$ cat src/hdl/pmcs_map.svh
`ifndef PMCS_MAP_SVH
`define PMCS_MAP_SVH

// Clock-select encodings.
`define PMCS_SEL_SEC    2'h1
`define PMCS_SEL_PRI    2'h2
`define PMCS_SEL_INT    2'h3

// Field positions in the oscillator control view.
`define PMCS_IDLE_BIT   7
`define PMCS_PACT_BIT   3
`define PMCS_SEL_HI     1
`define PMCS_SEL_LO     0

// Source-cycle counts for a switch and for primary start-up.
`define PMCS_OLD_CYC    2
`define PMCS_NEW_CYC    4
`define PMCS_OST_CYC    1024
`define PMCS_CNT_W      11

`endif

$ cat src/hdl/pmcs_pkg.sv
package pmcs_pkg;

    typedef enum logic [3:0] {
        PMCS_BOOT,
        PMCS_RUN,
        PMCS_WAIT_PRI,
        PMCS_WAIT_SEC,
        PMCS_SW_OLD,
        PMCS_SW_NEW,
        PMCS_IDLE,
        PMCS_SLEEP,
        PMCS_WAKE
    } pmcs_mode_t;

    typedef struct packed {
        pmcs_mode_t  mode;
        logic [1:0]  cur_src;
        logic [1:0]  tgt_src;
        logic        pri_act;
        logic        sec_act;
        logic        pri_en;
        logic        int_en;
        logic        sec_en;
        logic        cpu_tick;
        logic        per_tick;
        logic [7:0]  osc_reg;
    } pmcs_state_t;

endpackage

$ cat src/hdl/pmcs_tick_counter.sv
`timescale 1ns/1ps
`default_nettype none
module pmcs_tick_counter #(
    parameter int W = 11
) (
    input  wire logic         clock,   // System clock.
    input  wire logic         nrst,    // Async reset, active low.
    input  wire logic         clear,   // Holds the count at zero.
    input  wire logic         tick,    // One source cycle.
    input  wire logic [W-1:0] target,  // Cycles to count.
    output logic              done     // Target reached, sticky.
);
    typedef struct packed {
        logic [W-1:0] cnt;
        logic         done;
    } pmcs_cnt_state_t;

    pmcs_cnt_state_t s_r;
    pmcs_cnt_state_t s_nxt;

    // Counting stops at the target so a long wait cannot wrap back to zero.
    always_comb begin
        s_nxt = s_r;
        if (clear) begin
            s_nxt = '0;
        end else if (tick && !s_r.done) begin
            s_nxt.cnt  = s_r.cnt + 1'b1;
            s_nxt.done = (s_nxt.cnt == target);
        end
    end

    // State register.
    always_ff @(posedge clock or negedge nrst) begin
        if (!nrst) begin
            s_r <= '0;
        end else begin
            s_r <= s_nxt;
        end
    end

    assign done = s_r.done;
endmodule
`default_nettype wire

$ cat src/hdl/pmcs_switch.sv
// What this block does
// RL1 - A new clock-select value switches to that source at once if it oscillates.
// RL2 - Sleep instruction enters Sleep, or the selected Idle mode when idle-on-sleep set.
// RL3 - Select 10 primary, 01 secondary, 11 internal; Idle gates CPU only.
// RL4 - Sleep stops every CPU and peripheral clock; no source is used.
// RL5 - A switch takes two outgoing plus four incoming source cycles.
// RL6 - Flags show primary or secondary as source; both clear for internal.
// RL7 - Each sleep instruction samples idle-on-sleep when it executes.
// RL8 - After reset run from primary with primary flag set, unless two-speed start.
// RL9 - Selecting secondary switches to it, stops primary, updates both flags.
// RL10 - Selecting secondary with its oscillator disabled does not enter secondary run.
// RL11 - Secondary enabled but not oscillating withholds device clocks until it starts.
// RL12 - Secondary to primary keeps secondary clocking until primary ready, then flags swap.
// RL13 - Selecting internal switches to it, stops primary, clears primary flag.
// RL14 - Internal to primary keeps internal clocking until primary ready, then flag set.
// RL15 - Internal oscillator stays on when watchdog or clock monitor is enabled.
// RL16 - Sleep with idle-on-sleep clear stops the oscillator and clears all flags.
// RL17 - In Sleep, internal runs for watchdog, secondary runs when enabled.
// RL18 - Wake from Sleep withholds clocks until ready, or runs internal if enabled.
// RL19 - Idle-on-sleep is control bit 7, clock-select bits 1 to 0.
// RL20 - In crystal mode primary is ready after 1024 counted primary cycles.
// RL21 - Source changes pass only whole source cycles, never a shortened phase.
`timescale 1ns/1ps
`default_nettype none
`include "pmcs_map.svh"
module pmcs_switch
    import pmcs_pkg::*;
#(
    parameter int OLD_CYC = `PMCS_OLD_CYC,
    parameter int NEW_CYC = `PMCS_NEW_CYC,
    parameter int OST_CYC = `PMCS_OST_CYC
) (
    input  wire logic       clock,                  // System clock, 125 MHz.
    input  wire logic       nrst,                   // Async reset, active low.
    input  wire logic [1:0] clock_select,           // Software clock-select field.
    input  wire logic       idle_on_sleep,          // Software idle-on-sleep bit.
    input  wire logic       sleep_exec,             // Sleep instruction, one-cycle pulse.
    input  wire logic       wake_event,             // Interrupt, watchdog or reset wake pulse.
    input  wire logic       secondary_osc_enable,   // Secondary oscillator enable bit.
    input  wire logic       sec_osc_running,        // Secondary is oscillating.
    input  wire logic       pri_tick,               // One primary source cycle.
    input  wire logic       sec_tick,               // One secondary source cycle.
    input  wire logic       int_tick,               // One internal source cycle.
    input  wire logic       crystal_mode,           // Primary needs a start-up count.
    input  wire logic       two_speed_en,           // Two-speed start-up enabled.
    input  wire logic       fscm_en,                // Fail-safe clock monitor enabled.
    input  wire logic       wdt_en,                 // Watchdog enabled.
    output logic            cpu_clk_tick,           // Gated CPU clock cycle.
    output logic            periph_clk_tick,        // Gated peripheral clock cycle.
    output logic [1:0]      active_src,             // Source now clocking the device.
    output logic            pri_osc_en,             // Primary oscillator enable.
    output logic            sec_osc_en,             // Secondary oscillator enable.
    output logic            int_osc_en,             // Internal oscillator enable.
    output logic            primary_clock_active,   // Primary drives the clock.
    output logic            secondary_clock_active, // Secondary drives the clock.
    output logic [7:0]      osc_control_reg         // Control and status view.
);
    localparam logic [`PMCS_CNT_W-1:0] OLD_T = `PMCS_CNT_W'(OLD_CYC);
    localparam logic [`PMCS_CNT_W-1:0] NEW_T = `PMCS_CNT_W'(NEW_CYC);
    localparam logic [`PMCS_CNT_W-1:0] OST_T = `PMCS_CNT_W'(OST_CYC);

    pmcs_state_t s_r;
    pmcs_state_t s_nxt;
    logic        old_done;
    logic        new_done;
    logic        ost_done;
    logic        pri_ready;

    // Picks the cycle strobe of one source.
    function automatic logic src_tick(input logic [1:0] src,
                                      input logic p, input logic q, input logic i);
        logic t;
        t = 1'b0;
        case (src)
            `PMCS_SEL_PRI: t = p;
            `PMCS_SEL_SEC: t = q;
            `PMCS_SEL_INT: t = i;
            default:       t = 1'b0;
        endcase
        return t;
    endfunction

    ////////////////////////////////////////////////////////////////////////////////
    // Cycle counters: outgoing, incoming and primary start-up.

    pmcs_tick_counter #(.W(`PMCS_CNT_W)) u_old (
        .clock  (clock),
        .nrst   (nrst),
        .clear  (s_r.mode != PMCS_SW_OLD),
        .tick   (src_tick(s_r.cur_src, pri_tick, sec_tick, int_tick)),
        .target (OLD_T),
        .done   (old_done)
    );

    pmcs_tick_counter #(.W(`PMCS_CNT_W)) u_new (
        .clock  (clock),
        .nrst   (nrst),
        .clear  (s_r.mode != PMCS_SW_NEW),
        .tick   (src_tick(s_r.tgt_src, pri_tick, sec_tick, int_tick)),
        .target (NEW_T),
        .done   (new_done)
    );

    // The start-up count restarts whenever the primary is switched off.
    pmcs_tick_counter #(.W(`PMCS_CNT_W)) u_ost (
        .clock  (clock),
        .nrst   (nrst),
        .clear  (!s_r.pri_en),
        .tick   (pri_tick),
        .target (OST_T),
        .done   (ost_done)
    );

    // An external clock is taken as ready as soon as it is enabled.
    assign pri_ready = s_r.pri_en && (ost_done || !crystal_mode); // RL20

    ////////////////////////////////////////////////////////////////////////////////
    // Mode sequencer.

    always_comb begin
        s_nxt = s_r;
        case (s_r.mode)
            PMCS_BOOT: begin
                if (two_speed_en) begin
                    s_nxt.cur_src = `PMCS_SEL_INT;
                    s_nxt.tgt_src = `PMCS_SEL_PRI;
                    s_nxt.mode    = PMCS_WAIT_PRI;
                end else begin
                    s_nxt.mode = PMCS_RUN; // RL8
                end
            end
            PMCS_RUN: begin
                if (sleep_exec && !idle_on_sleep) begin
                    s_nxt.tgt_src = clock_select;
                    s_nxt.mode    = PMCS_SLEEP; // RL2 RL7 RL16
                end else if (clock_select != s_r.cur_src) begin
                    // A pending switch wins over an idle request for another source.
                    s_nxt.tgt_src = clock_select;
                    case (clock_select)
                        `PMCS_SEL_PRI: s_nxt.mode = PMCS_WAIT_PRI; // RL12 RL14
                        `PMCS_SEL_INT: s_nxt.mode = PMCS_SW_OLD;   // RL1 RL13
                        `PMCS_SEL_SEC: begin
                            if (!secondary_osc_enable) begin
                                s_nxt.tgt_src = s_r.cur_src; // RL10
                            end else if (sec_osc_running) begin
                                s_nxt.mode = PMCS_SW_OLD; // RL1 RL9
                            end else begin
                                s_nxt.mode = PMCS_WAIT_SEC; // RL11
                            end
                        end
                        default: s_nxt.tgt_src = s_r.cur_src;
                    endcase
                end else if (sleep_exec) begin
                    // Idle on a disabled secondary is refused outright.
                    if (!(s_r.cur_src == `PMCS_SEL_SEC && !secondary_osc_enable)) begin
                        s_nxt.mode = PMCS_IDLE; // RL2 RL7
                    end
                end
            end
            PMCS_WAIT_PRI: begin
                // Old source keeps clocking while the primary starts up.
                if (clock_select != `PMCS_SEL_PRI) begin
                    s_nxt.tgt_src = s_r.cur_src;
                    s_nxt.mode    = PMCS_RUN;
                end else if (pri_ready) begin
                    s_nxt.mode = PMCS_SW_OLD; // RL12 RL14
                end
            end
            PMCS_WAIT_SEC: begin
                if (!secondary_osc_enable) begin
                    s_nxt.tgt_src = s_r.cur_src;
                    s_nxt.mode    = PMCS_RUN;
                end else if (sec_osc_running) begin
                    s_nxt.mode = PMCS_SW_OLD; // RL11
                end
            end
            PMCS_SW_OLD: begin
                if (old_done) begin
                    s_nxt.mode = PMCS_SW_NEW; // RL5
                end
            end
            PMCS_SW_NEW: begin
                if (new_done) begin
                    s_nxt.cur_src = s_r.tgt_src; // RL5 RL9 RL13
                    s_nxt.mode    = PMCS_RUN;
                end
            end
            PMCS_IDLE: begin
                if (wake_event) begin
                    s_nxt.mode = PMCS_RUN;
                end
            end
            PMCS_SLEEP: begin
                if (wake_event) begin
                    s_nxt.tgt_src = clock_select;
                    if (two_speed_en || fscm_en) begin
                        // Run on internal at once; RUN then starts any switch.
                        s_nxt.cur_src = `PMCS_SEL_INT; // RL18
                        s_nxt.mode    = PMCS_RUN;
                    end else begin
                        s_nxt.mode = PMCS_WAKE; // RL18
                    end
                end
            end
            PMCS_WAKE: begin
                if ((s_r.tgt_src == `PMCS_SEL_PRI && pri_ready) ||
                    (s_r.tgt_src == `PMCS_SEL_SEC && sec_osc_running) ||
                    (s_r.tgt_src == `PMCS_SEL_INT)) begin
                    s_nxt.cur_src = s_r.tgt_src; // RL18
                    s_nxt.mode    = PMCS_RUN;
                end
            end
            default: s_nxt.mode = PMCS_RUN;
        endcase

        // Flags follow the source only once a switch has completed.
        if (s_nxt.mode == PMCS_SLEEP || s_nxt.mode == PMCS_WAKE) begin
            s_nxt.pri_act = 1'b0; // RL16
            s_nxt.sec_act = 1'b0;
        end else begin
            s_nxt.pri_act = (s_nxt.cur_src == `PMCS_SEL_PRI); // RL6 RL12 RL14
            s_nxt.sec_act = (s_nxt.cur_src == `PMCS_SEL_SEC); // RL6 RL9
        end

        // Primary runs only while in use or being started; Sleep stops it.
        s_nxt.pri_en = (s_nxt.mode != PMCS_SLEEP) &&
                       (s_nxt.cur_src == `PMCS_SEL_PRI ||
                        s_nxt.tgt_src == `PMCS_SEL_PRI); // RL4 RL9 RL13
        s_nxt.int_en = wdt_en || fscm_en || (s_nxt.mode != PMCS_SLEEP &&
                       (s_nxt.cur_src == `PMCS_SEL_INT ||
                        s_nxt.tgt_src == `PMCS_SEL_INT)); // RL15 RL17
        s_nxt.sec_en = secondary_osc_enable; // RL12 RL17

        // Gates open only on whole cycles of a settled source.
        s_nxt.cpu_tick = (s_r.mode == PMCS_RUN || s_r.mode == PMCS_WAIT_PRI ||
                          s_r.mode == PMCS_BOOT) &&
                         src_tick(s_r.cur_src, pri_tick, sec_tick, int_tick); // RL3 RL21
        s_nxt.per_tick = (s_r.mode == PMCS_RUN || s_r.mode == PMCS_WAIT_PRI ||
                          s_r.mode == PMCS_BOOT || s_r.mode == PMCS_IDLE) &&
                         src_tick(s_r.cur_src, pri_tick, sec_tick, int_tick); // RL3 RL21

        s_nxt.osc_reg                              = '0;
        s_nxt.osc_reg[`PMCS_IDLE_BIT]              = idle_on_sleep; // RL19
        s_nxt.osc_reg[`PMCS_PACT_BIT]              = s_nxt.pri_act;
        s_nxt.osc_reg[`PMCS_SEL_HI:`PMCS_SEL_LO]   = clock_select;
    end

    // State register; reset comes up running from the primary.
    always_ff @(posedge clock or negedge nrst) begin
        if (!nrst) begin
            s_r         <= '0;
            s_r.mode    <= PMCS_BOOT;
            s_r.cur_src <= `PMCS_SEL_PRI;
            s_r.tgt_src <= `PMCS_SEL_PRI;
            s_r.pri_act <= 1'b1; // RL8
            s_r.pri_en  <= 1'b1;
            // The status view must show the primary flag from reset on.
            s_r.osc_reg[`PMCS_PACT_BIT] <= 1'b1; // RL8
        end else begin
            s_r <= s_nxt;
        end
    end

    assign cpu_clk_tick           = s_r.cpu_tick;
    assign periph_clk_tick        = s_r.per_tick;
    assign active_src             = s_r.cur_src;
    assign pri_osc_en             = s_r.pri_en;
    assign sec_osc_en             = s_r.sec_en;
    assign int_osc_en             = s_r.int_en;
    assign primary_clock_active   = s_r.pri_act;
    assign secondary_clock_active = s_r.sec_act;
    assign osc_control_reg        = s_r.osc_reg;

    ////////////////////////////////////////////////////////////////////////////////
    // Checks.

    property p_sleep_gates;
        @(posedge clock) disable iff (!nrst)
        s_r.mode == PMCS_SLEEP |=> !cpu_clk_tick && !periph_clk_tick;
    endproperty
    a_sleep_gates: assert property (p_sleep_gates) else $error("clock in sleep"); // RL4

    property p_sleep_flags;
        @(posedge clock) disable iff (!nrst)
        s_r.mode == PMCS_RUN && sleep_exec && !idle_on_sleep
        |=> !primary_clock_active && !secondary_clock_active && !pri_osc_en;
    endproperty
    a_sleep_flags: assert property (p_sleep_flags) else $error("sleep flags"); // RL16

    property p_idle_cpu;
        @(posedge clock) disable iff (!nrst)
        s_r.mode == PMCS_IDLE |=> !cpu_clk_tick;
    endproperty
    a_idle_cpu: assert property (p_idle_cpu) else $error("cpu clocked in idle"); // RL3

    property p_flag_excl;
        @(posedge clock) disable iff (!nrst)
        !(primary_clock_active && secondary_clock_active);
    endproperty
    a_flag_excl: assert property (p_flag_excl) else $error("both flags set"); // RL6

    property p_sec_refused;
        @(posedge clock) disable iff (!nrst)
        s_r.mode == PMCS_RUN && s_r.cur_src != `PMCS_SEL_SEC &&
        clock_select == `PMCS_SEL_SEC && !secondary_osc_enable && !sleep_exec
        |=> s_r.mode == PMCS_RUN;
    endproperty
    a_sec_refused: assert property (p_sec_refused) else $error("disabled sec"); // RL10

    property p_sec_wait;
        @(posedge clock) disable iff (!nrst)
        s_r.mode == PMCS_WAIT_SEC |=> !cpu_clk_tick && !periph_clk_tick;
    endproperty
    a_sec_wait: assert property (p_sec_wait) else $error("clock before sec"); // RL11

    property p_keep_old;
        @(posedge clock) disable iff (!nrst)
        s_r.mode == PMCS_WAIT_PRI &&
        src_tick(s_r.cur_src, pri_tick, sec_tick, int_tick) |=> periph_clk_tick;
    endproperty
    a_keep_old: assert property (p_keep_old) else $error("old clock lost"); // RL12

    property p_switch_done;
        @(posedge clock) disable iff (!nrst)
        s_r.mode == PMCS_SW_NEW && new_done
        |=> s_r.mode == PMCS_RUN && active_src == $past(s_r.tgt_src);
    endproperty
    a_switch_done: assert property (p_switch_done) else $error("switch end"); // RL5

    property p_idle_entry;
        @(posedge clock) disable iff (!nrst)
        s_r.mode == PMCS_RUN && sleep_exec && idle_on_sleep &&
        clock_select == s_r.cur_src && s_r.cur_src != `PMCS_SEL_SEC
        |=> s_r.mode == PMCS_IDLE;
    endproperty
    a_idle_entry: assert property (p_idle_entry) else $error("idle not entered"); // RL7

    property p_lf_on;
        @(posedge clock) disable iff (!nrst)
        wdt_en || fscm_en |=> int_osc_en;
    endproperty
    a_lf_on: assert property (p_lf_on) else $error("internal osc off"); // RL15

    property p_ost_clear;
        @(posedge clock) disable iff (!nrst)
        !s_r.pri_en |=> !ost_done;
    endproperty
    a_ost_clear: assert property (p_ost_clear) else $error("start count kept"); // RL20

    c_idle:   cover property (@(posedge clock) disable iff (!nrst)
                              s_r.mode == PMCS_IDLE ##1 s_r.mode == PMCS_RUN);
    c_wake:   cover property (@(posedge clock) disable iff (!nrst)
                              s_r.mode == PMCS_WAKE ##1 s_r.mode == PMCS_RUN);
    c_switch: cover property (@(posedge clock) disable iff (!nrst)
                              s_r.mode == PMCS_SW_NEW ##1 s_r.mode == PMCS_RUN);
endmodule
`default_nettype wire

$ cat config.mk
export PLATFORM = sky130hd
export DESIGN_NAME = pmcs_switch
export DESIGN_NICKNAME = d
export VERILOG_FILES = /design/src/hdl/pmcs_pkg.sv /design/src/hdl/pmcs_tick_counter.sv /design/src/hdl/pmcs_switch.sv
export VERILOG_INCLUDE_DIRS = /design/src /design/src/hdl
export SDC_FILE = /design/constraint.sdc
export NUM_CORES = 1
export LEC_CHECK = 0
export BUFFER_PORTS_ARGS = -buffer_cell sky130_fd_sc_hd__buf_2
export CAP_MARGIN = 30
export CORE_ASPECT_RATIO = 2
export CORE_MARGIN = 5
export CORE_UTILIZATION = 49
export DETAILED_ROUTE_END_ITERATION = 10
export HOLD_SLACK_MARGIN = 0.05
export PLACE_DENSITY = 0.68
export SYNTH_ARGS = -nofsm -noshare
export SYNTH_HDL_FRONTEND = slang
export SYNTH_SLANG_ARGS = --single-unit
$ cat constraint.sdc
create_clock -name clock -period 3.7 [get_ports clock]
set_input_delay 0 -clock clock [delete_from_list [all_inputs] [get_ports clock]]
set_output_delay 0 -clock clock [all_outputs]
set_load 0.05 [all_outputs]
==> metrics.csv <==
metric,value,unit
Yosys top cell by area,dfrtp_1,
Mapped Cells,435,
"Largest stage delay, worst path",0.69,ns
CP bufs+invs,1,
Synth cell types,71,
outcome,"complete, no violations",
Die W,71.93,um
Synth Flop Type,dfrtp_1,
Crit. End Element,register,
Pins Over Slew Limit,0,
Gate power share,0.449,
Fin Setup TNS,0,ns
switching part of the total,0.4751,
Nets,472,
WL per Instance,17.80,um
critical path peak fanout,17,
type of the tightest min-delay check,in2reg,
largest net degree at the start of global routing,40,
critical path data required time,3.94,ns
Clk pwr share,0.184,
headroom to the max-slew limit,0.3941,
die height,133.9,um
io pins,33,
minimum clock period,3.219,ns
post-synthesis sequential area ratio,0.3609,
First-pass DRT Iterations,4,
Leak Pwr,1.707,nW
Clock Tree Root,clkbuf_16,
Setup-failing EPs final,0,
"Cell Area, Placed",3844,um2
GPL Wtd Cong,0.9660,
full die area,9629,um2
ant diodes,0,
number of remaining DRC errors,0,
Post-DP HPWL,7.152,mm
number of enable flip-flop cells after synthesis,0,
RSZ-0062 raised after global routing,no,
Synth Area per Inst,8.640,um2
Flop pwr share,0.366,
final wirelength,9.700,mm
Post-CTS Setup Inserts,0,
share of cells above drive strength 1,0.1286,
vias per inst,6.050,
GR Util All Layers,0.2111,
"Reg clk slew, reported paths",0.08,ns
Max Clock Freq,310.6,MHz
PwrDens,642.1,nW/um2
"non-filler cells, final",545,
initial antenna violation count,0,
total number of vias,3297,
Tcrit/Tclk final,0.8701,
total gr overflow,0,
WS Path Type,reg2reg,
WHS,0.08047,ns
Fin. Hold Viols,0,
Syn Std Cell Area,3759,um2
post-route ant nets,0,
Peak VDD IR,0.0003476,V
most frequent cells in the layout,"50 x nor2_1, 50 x dfrtp_1, 45 x nand2_1, 28 x buf_2, 23 x xor2_1",
Largest regs,"u_new.s_r (11), u_old.s_r (11), u_ost.s_r (11)",
Slowest cell on crit path,dfrtp_1,
Max Cap Viol,0,
clk buf depth,2,
net switching power,1.238,mW
CTS tree,built,
Fin Clk Skew,0.008742,ns
H-tree level count,2,
Skew-Pair Late Insertion Delay,0.30,ns
Async SR Flop Fraction,1.000,
initial core utilization,0.4982,
Tightest Pin Transition,0.9070,ns
Area growth syn-to-layout,7.989,%
IO Port Bufs,28,
internal power,1.368,mW
critical path startpoint category,register,
Placed Instances,530,
Top delay family on crit path,compound AO/OA/AOI/OAI gates,
CP Cell Sequence,"nand2_1, nor2_1, a22oi_1, o311a_1, a31oi_1, a22o_1, a211o_1, dlygate4sd3_1",
Finished Core Util,0.5380,
Area contributors post-synth,"dfrtp_1 33%, xor2_1 5.4%, nor2_1 5.0%, nand2_1 4.5%, xnor2_1 3.5%",
TritonCTS Sinks,54,
fill cell count,735,
num rows,45,
core area,7545,um2
CTS Buf Count,5,
Yosys Warn Count,0,
post-synth top area share,0.3329,
CP arrival,3.46,ns
post-route cell area,4059,um2
first-pass GRT wire length,16.06,mm
DRT iter0 DRCs,185,
number of global-route vias before repair,3338,
Yosys reg bits,54,
==> stage by stage <==
step                      power (mW)  setup WS (ns)
after detailed placement       2.104          1.149
after global routing           2.771         0.3697
after CTS                      2.606         0.6041
final                          2.606         0.4807
after global placement         2.092          1.175
after floorplan                1.852          1.673
==> area by class of cell <==
| class | count | area (um2) | share of cell area |
|---|---|---|---|
| Timing Repair Buffer | 36 | 217.7 | 0.05364 |
| Multi-Input combinational cell | 346 | 2196 | 0.5410 |
| Clock inverter | 2 | 16.27 | 0.004007 |
| Inverter | 7 | 26.28 | 0.006473 |
| Clock buffer | 6 | 128.9 | 0.03175 |
| Sequential cell | 54 | 1356 | 0.3342 |
| Tap cell | 94 | 117.6 | 0.02898 |
==> power groups by stage <==
stage | combinational (mW) | sequential (mW) | clock [mW]
5_1_grt | 1.28 | 0.979 | 0.516
2_1_floorplan | 0.968 | 0.884 | 0
4_1_cts | 1.16 | 0.949 | 0.496
6_report | 1.17 | 0.954 | 0.480
3_3_place_gp | 1.14 | 0.955 | 0
3_5_place_dp | 1.14 | 0.962 | 0
==> cell usage after synthesis, types with 4 or more instances <==
cell,n
a211oi_1,6
a21oi_1,9
a31oi_1,9
and2_1,12
and3_1,6
buf_2,9
buf_4,11
clkbuf_1,8
dfrtp_1,50
dfstp_2,4
ha_1,6
inv_1,6
mux2_2,4
mux2i_1,7
nand2_1,45
nand2b_1,7
nand3_1,17
nand4_1,11
nor2_1,50
nor2b_1,7
nor3_1,21
nor3b_1,4
nor4_1,4
o21ai_0,16
xnor2_1,15
xor2_1,23
==> worst paths after layout <==
check                            from                 end  slack (ns)  depth (start not counted)
max reg2reg                   s_r[20]          int_osc_en        0.48                          8
max in group asynchronous        nrst  osc_control_reg[3]        2.70                          3
min reg2reg                u_ost.done          u_ost.done        0.54                          1
min                        wake_event             s_r[22]        0.08                          3
max                           s_r[20]          int_osc_en        0.48                          8
min in group asynchronous        nrst       u_old.s_r[10]        0.15                          2
==> timing repair <==
item,4_1_cts,5_1_grt
gates resized for setup,0,0
hold buffers,7,0
hold endpoints to repair,20,0
==> layer usage <==
layer / wire length [um] / vias up / track usage
met3: 444 / 45 / 0.03226
met4: 675 / 0 / 0.1559
li1: - / 1561 / -
met1: 3330 / 1569 / 0.2099
met5: 0 / - / 0
met2: 5249 / 122 / 0.3811
==> cell families (layout without fill, tap and decap cells) <==
family | count (synthesis) | count (layout) | share of synthesized area
AND/OR/NAND/NOR | 204 | 204 | 0.2743
AO/OA/AOI/OAI | 81 | 81 | 0.1581
flip-flops | 54 | 54 | 0.3609
XOR/XNOR | 40 | 40 | 0.09720
buffers and inverters | 38 | 51 | 0.05792
multiplexers | 11 | 11 | 0.03063
adder cells (fa/ha/maj) | 6 | 6 | 0.01997
other | 1 | 4 | 0.0009977
==> worst reg2reg max path, stage by stage (launching register included) <==
cell,delay (ns)
dfrtp_1,0.69
nand2_1,0.32
nor2_1,0.49
a22oi_1,0.13
o311a_1,0.15
a31oi_1,0.48
a22o_1,0.24
a211o_1,0.12
dlygate4sd3_1,0.54
Note: power is estimated with default switching activity, not from simulation.
